## config.mk

```make
export PLATFORM = sky130hd
export DESIGN_NAME = psfl_fault_latch
export DESIGN_NICKNAME = d
export VERILOG_FILES = /design/src/core/psfl_pkg.sv /design/src/core/psfl_fault_latch.sv /design/src/core/psfl_sync.sv
export SDC_FILE = /design/constraint.sdc
export NUM_CORES = 1
export LEC_CHECK = 0
export ABC_AREA = 1
export BUFFER_PORTS_ARGS = -buffer_cell sky130_fd_sc_hd__buf_2
export CORE_AREA = 3 3 69 78
export CTS_CLUSTER_DIAMETER = 60
export CTS_CLUSTER_SIZE = 14
export DETAILED_ROUTE_END_ITERATION = 7
export DIE_AREA = 0 0 72 81
export GPL_TIMING_DRIVEN = 0
export PLACE_DENSITY = 0.78
export SETUP_SLACK_MARGIN = 0.5
export SLEW_MARGIN = 20
export SYNTH_ARGS = -nofsm -noshare
export SYNTH_HDL_FRONTEND = slang
export SYNTH_SLANG_ARGS = --single-unit
```

## constraint.sdc

```tcl
create_clock -name clk_sys -period 2.9 [get_ports clk_sys]
set_input_delay 0.725 -clock clk_sys [delete_from_list [all_inputs] [get_ports clk_sys]]
set_output_delay 0.725 -clock clk_sys [all_outputs]
set_load 0.05 [all_outputs]
```

## src/core/psfl_pkg.sv

```systemverilog
// Package for the power stage fault latch: types and constants
package psfl_pkg;

    // Synchroniser depth for pin inputs
    localparam int PSFL_SYNC_STAGES = 3;

    // Fault categories, index into the latch vector
    localparam int PSFL_FLT_SHUNT   = 0;
    localparam int PSFL_FLT_BUS_OV  = 1;
    localparam int PSFL_FLT_BRAKE   = 2;
    localparam int PSFL_FLT_THERMAL = 3;
    localparam int PSFL_FLT_HALL    = 4;
    localparam int PSFL_NUM_FLT     = 5;
    localparam int PSFL_NUM_LIVE    = 4;

    // Latch reset value and inverter gate value forced on a live fault
    localparam logic [4:0] PSFL_LATCH_RST = 5'h00;
    localparam logic [2:0] PSFL_INV_GATES = 3'h0;

    // Raw comparator trips from the sensing front ends
    typedef struct packed {
        logic [2:0] leg_pos_oc;   // Inverter leg shunt, positive current
        logic       bus_neg_oc;   // DC bus shunt, negative current
        logic       bus_ov;       // DC bus over-voltage
        logic       brake_oc;     // Brake chopper over-current
        logic       sink_ot;      // Heat sink over-temperature
        logic [1:0] out_pos_oc;   // Output Hall sensors, positive
        logic [1:0] out_neg_oc;   // Output Hall sensors, negative
        logic       in_pos_oc;    // DC input Hall sensor, positive
    } psfl_trip_t;

    // Firing commands from the processor
    typedef struct packed {
        logic [5:0] inv;          // Six inverter gates
        logic       pfc;
        logic       brake;
    } psfl_fire_t;

    localparam int PSFL_TRIP_W = $bits(psfl_trip_t);
    localparam int PSFL_FIRE_W = $bits(psfl_fire_t);
    localparam logic [PSFL_TRIP_W-1:0] PSFL_TRIP_RST = '0;

endpackage

```

## src/core/psfl_fault_latch.sv

```systemverilog
// Latching fault aggregator and firing inhibit for a three-phase power stage
`timescale 1ns/1ps
// Summary of operation
// [RULE1] Five fault categories: four live-side, one isolated-side Hall trip.
// [RULE2] Every fault is latched; any set latch inhibits all firing.
// [RULE3] Live faults OR active-high into one signal forcing inverter shutdown.
// [RULE4] Combined live fault also suppresses PFC and brake chopper firing.
// [RULE5] Combined live fault drives a live-fault indication to isolated side.
// [RULE6] Hall over-current blocks every firing path.
// [RULE7] Isolated and live faults merge into one active-low fault output.
// [RULE8] Latches are set-dominant; a fault wins over an active clear.
// [RULE9] Inverter leg shunt trips respond only to positive current.
// [RULE10] DC bus shunt trip responds to negative bus current.
// [RULE11] A latched fault lights the visual fault indicator.
// [RULE12] DC bus over-voltage latches and shuts down like shunt over-current.
// [RULE13] Brake over-current latches and shuts down like shunt over-current.
// [RULE14] Heat sink over-temperature latches and shows like shunt over-current.
// [RULE15] Output Hall trips respond to positive and negative over-current.
// [RULE16] DC input Hall trip responds only to positive over-current.
// [RULE17] Processor pulses clear after all fault conditions have gone away.
module psfl_fault_latch
    import psfl_pkg::*;
(
    input  wire logic                     clk_sys,
    input  wire logic                     reset_n,
    input  wire logic                     clk_en,
    input  wire psfl_trip_t               trip_pin,
    input  wire logic                     clear_n_pin,
    input  wire psfl_fire_t               fire_cmd,
    output psfl_fire_t                    fire_out,
    output logic                          inv_shutdown,
    output logic                          live_fault_iso,
    output logic                          fault_n,
    output logic                          fault_led,
    output logic [PSFL_NUM_FLT-1:0]       fault_latched
);

    typedef struct packed {
        logic [PSFL_NUM_FLT-1:0] latch;
        psfl_fire_t              fire;
        logic                    inv_sd;
        logic                    live_iso;
        logic                    fault_n;
        logic                    led;
    } psfl_state_t;

    psfl_state_t                state;
    psfl_state_t                next_state;
    psfl_trip_t                 trip;
    logic                       clear_n;
    logic [PSFL_NUM_FLT-1:0]    cond;
    logic [PSFL_NUM_FLT-1:0]    next_latch;
    logic                       live_any;
    logic                       any_fault;

    // Pins come from analog comparators, so they are brought onto clk_sys
    psfl_sync #(
        .WIDTH (PSFL_TRIP_W + 1)
    ) u_sync (
        .clk_sys (clk_sys),
        .reset_n (reset_n),
        .clk_en  (clk_en),
        .pin     ({trip_pin, clear_n_pin}),
        .level   ({trip, clear_n})
    );

    always_comb begin
        cond = '0;
        cond[PSFL_FLT_SHUNT]   = |trip.leg_pos_oc                    // [RULE9]
                               | trip.bus_neg_oc;                   // [RULE10]
        cond[PSFL_FLT_BUS_OV]  = trip.bus_ov;                       // [RULE12]
        cond[PSFL_FLT_BRAKE]   = trip.brake_oc;                     // [RULE13]
        cond[PSFL_FLT_THERMAL] = trip.sink_ot;                      // [RULE14]
        cond[PSFL_FLT_HALL]    = |trip.out_pos_oc | |trip.out_neg_oc // [RULE15]
                               | trip.in_pos_oc;                    // [RULE16]
    end

    // Set dominates clear so a fault holds even with clear held low
    always_comb begin
        for (int i = 0; i < PSFL_NUM_FLT; i++) begin
            next_latch[i] = cond[i] | (state.latch[i] & clear_n);  // [RULE8] [RULE2] [RULE1]
        end
    end

    // Gating works from the fresh latch value plus the raw condition so a
    // trip reaches the gates one cycle after synchronisation, not two
    always_comb begin
        live_any  = |next_latch[PSFL_NUM_LIVE-1:0];                 // [RULE3]
        any_fault = live_any | next_latch[PSFL_FLT_HALL];
    end

    always_comb begin
        next_state          = state;
        next_state.latch    = next_latch;
        next_state.inv_sd   = live_any;                             // [RULE3]
        next_state.live_iso = live_any;                             // [RULE5]
        next_state.fault_n  = ~any_fault;                           // [RULE7]
        next_state.led      = any_fault;                            // [RULE11]
        next_state.fire     = fire_cmd;
        if (live_any) begin
            next_state.fire.inv   = PSFL_INV_GATES;                 // [RULE3]
            next_state.fire.pfc   = 1'b0;                           // [RULE4]
            next_state.fire.brake = 1'b0;                           // [RULE4]
        end
        if (next_latch[PSFL_FLT_HALL]) begin
            next_state.fire = '0;                                   // [RULE6]
        end
    end

    // Reset leaves firing blocked but no fault reported
    always_ff @(posedge clk_sys or negedge reset_n) begin
        if (!reset_n) begin
            state         <= '0;
            state.latch   <= PSFL_LATCH_RST;
            state.fault_n <= 1'b1;
        end else if (clk_en) begin
            state <= next_state;
        end
    end

    assign fire_out       = state.fire;
    assign inv_shutdown   = state.inv_sd;
    assign live_fault_iso = state.live_iso;
    assign fault_n        = state.fault_n;
    assign fault_led      = state.led;
    assign fault_latched  = state.latch;

endmodule // psfl_fault_latch

```

## src/core/psfl_sync.sv

```systemverilog
// Three-stage synchroniser with agreement filter for a bus of pins
`timescale 1ns/1ps
module psfl_sync
    import psfl_pkg::*;
#(
    parameter int WIDTH = 1
) (
    input  wire logic             clk_sys,
    input  wire logic             reset_n,
    input  wire logic             clk_en,
    input  wire logic [WIDTH-1:0] pin,
    output logic      [WIDTH-1:0] level
);

    typedef struct packed {
        logic [WIDTH-1:0] s1;
        logic [WIDTH-1:0] s2;
        logic [WIDTH-1:0] s3;
        logic [WIDTH-1:0] lvl;
    } psfl_sync_state_t;

    psfl_sync_state_t state;
    psfl_sync_state_t next_state;

    always_comb begin
        next_state    = state;
        next_state.s1 = pin;
        next_state.s2 = state.s1;
        next_state.s3 = state.s2;
        // A change counts only once the second and third stages agree
        for (int i = 0; i < WIDTH; i++) begin
            if (state.s2[i] == state.s3[i]) begin
                next_state.lvl[i] = state.s3[i];
            end
        end
    end

    always_ff @(posedge clk_sys or negedge reset_n) begin
        if (!reset_n) begin
            state <= '0;
        end else if (clk_en) begin
            state <= next_state;
        end
    end

    assign level = state.lvl;

endmodule // psfl_sync

```

==> results.ini <==
[outcome]
status = completed

[cells_and_area]
fin_nets = 375
synthToLayoutAreaGrowth_pct = 18.6
layout_commonest_cell = nand2_1
final_cell_area_mm2 = 0.00328
nFillCells = 382
drive_gt1_share_pct = 21.1
final_cell_mix = 92 x nand2_1, 67 x dfrtp_1, 42 x buf_2, 37 x o21ai_0, 29 x inv_1
n_antenna_cell = 0
final_core_util_pct = 70.4

[global_routing]
antenna_found_initial = 0
grt_max_degree = 42
grt-ovfl-total = 0
grtUsageMet3_pct = 4.70
use_met1_pct = 28.0
busiest_layer = met2
grt_pass1_wl_um = 9550
grt_pass1_vias = 2065
grtUsageMet2_pct = 34.4
gr-usage-all-layers_pct = 21.4

[cts]
post_cts_buffers = 0
insertion_delay_ns = 0.34
cts_root_buf = clkbuf_8
post_cts_resized = 0
cts.sinks = 68
cts_buffers = 9
clockBufferDepth = 2
htreeDepth = 3
cts_tree = done
cts.reportedPaths.clkPinSlew_ns = 0.07
cts-hold-fix-buffers = 0

[synth]
synthesis.nets = 324
synth_cell_types = 21
ys_ff_latch = 68
syn_area_mm2 = 0.00276
synth_area_per_cell_um2 = 9.21
ys_seq_area_share_pct = 61.6
synth-warning-count = 0
syn_inst = 300
yosysTopAreaCellShare_pct = 60.7
synth_area_leaders = dfrtp_1 61%, nand2_1 12%, o21ai_0 6.7%
synth_top_cell_by_area = dfrtp_1

[drt]
drt_iter0_markers = 141
drt_wl_total_um = 5450
drc = 0
firstDrtPassIters = 4
wire_per_inst_um = 13.2
vias = 2139
final_antenna_net_count = 0
viasPerCell = 5.19

[worst_setup_path]
crit_type = register to primary output
critPathBufInv = 1
crit_family = flip-flops
r2r_slack_ns = 1.66
required_ns = 2.17
crit_path_cell_trace = buf_2
start_kind = register
rr_endpoint = fire_out[1]
crit_slowest_cell = dfstp_2
reg2reg_depth = 5
worstSetupEndpointType = primary output
critPathArrivalTime_ns = 1.12
critPathMaxStageDelay_ns = 0.53
cp_max_fo = 2
rr_startpoint = u_sync.level[10]

[timing]
post-route-period-util_pct = 63.5
drv_slew = 0
worstMarginPinSlew_ns = 0.537
setup_viol = 0
finClkSkew_ns = 0.0105
finalCriticalPeriod_ns = 1.84
slew_headroom_pct = 64.2
fin_tns_setup_ns = 0
hold_viol = 0
max_freq_ghz = 0.543
rsz0062_at_grt = false

[placement]
hpwl_um = 3780
dpl_cell_area_mm2 = 0.00305
portBuffers = 39
place_congestion = 0.766

[power_and_ir_drop]
p_switching_w = 0.000858
power_density_mw_per_mm2 = 797
vdd_ir_drop_max_mv = 0.556
combPwrFrac_pct = 22.1
pwr-share-seq_pct = 45.0
power.total_w = 0.00261
clock_power_share_pct = 32.9
internal_power_w = 0.00175
p_leak_nw = 1.73
p_sw_share_pct = 32.9

[die]
initial_utilization_pct = 59.4
die_x_um = 72
rows = 26
die_area_mm2 = 0.00583
core_area_mm2 = 0.00465
die_h_um = 81
ios = 41

[hold_path]
worstHoldPathType = input pin to async pin

[flow_run]
maxCapViolCount = 0

-- stage by stage --
step	hold WS, ns	setup slack (ns)	std cells
finish	0.283	1.06	412
global route	0.298	1.04	412
CTS	0.282	1.04	412
detailed placement	0.459	1.29	396
global placement	0.453	0.838	395
floorplan	0.429	1.28	300
-- power by group through the flow --
stage	Combinational [W]	Clock, W	Sequential (W)
3_5_place_dp	0.000581	0	0.00119
5_1_grt	0.000636	0.000915	0.00119
2_1_floorplan	0.000282	0	0.00133
3_3_place_gp	0.000563	0	0.00119
6_report	0.000577	0.000858	0.00118
4_1_cts	0.000582	0.000879	0.00117
-- cell families (layout without fill, tap and decap cells) --
| kind of cell | Yosys count | in the layout | share of synthesized area, % |
|---|---|---|---|
| simple gates | 130 | 130 | 19.6 |
| buf+inv | 44 | 100 | 7.11 |
| flops | 68 | 68 | 61.6 |
| compound gates | 58 | 58 | 11.7 |
-- sequential cells by signal (all words and copies together), names as in the netlist --
register,count
fire_out,8
u_sync.level,13
live_fault_iso,1
fault_n,1
fault_led,1
u_sync.state,13
fault_latched,5
u_sync.next_state,26
-- cell type report --
class	count	area [um2]	share of cell area, %
repair buffers	40	218	6.64
inverters	30	113	3.44
flip-flops and latches	68	1700	52.0
clock buffers	10	138	4.20
clock inverters	6	87.6	2.67
plain buffers	14	83.8	2.56
multi-input cells	188	865	26.4
well taps	56	70.1	2.14
-- how the worst max path moves through the flow --
stage              startpoint                     to  slack, ns  depth (start not counted)
2_1_floorplan  live_fault_iso         live_fault_iso       1.28                          1
3_3_place_gp          reset_n  u_sync.next_state[31]       0.84                          1
3_5_place_dp           clk_en        u_sync.level[2]       1.29                          4
4_1_cts               fault_n                fault_n       1.04                          1
5_1_grt               fault_n                fault_n       1.04                          1
6_report              fault_n                fault_n       1.06                          1
-- routing by layer --
metal	part of all wire (%)	wire length, um
met4	1.7	90
met3	6.2	336
met2	46	2490
met5	0	0
met1	46	2530
-- Yosys cell counts --
cell	number
inv_1	29
clkbuf_1	5
buf_2	4
o31ai_1	1
o21ai_0	37
dfrtp_1	67
dfstp_2	1
nor2_8	1
nor2_1	20
o31ai_2	2
nand2_1	92
nand3_1	4
o211ai_1	5
nand2_2	2
nor2_2	3
buf_6	2
nand4_1	8
a31oi_1	2
inv_2	1
o21ai_1	11
buf_4	3
Power figures use the tool's default switching activity.
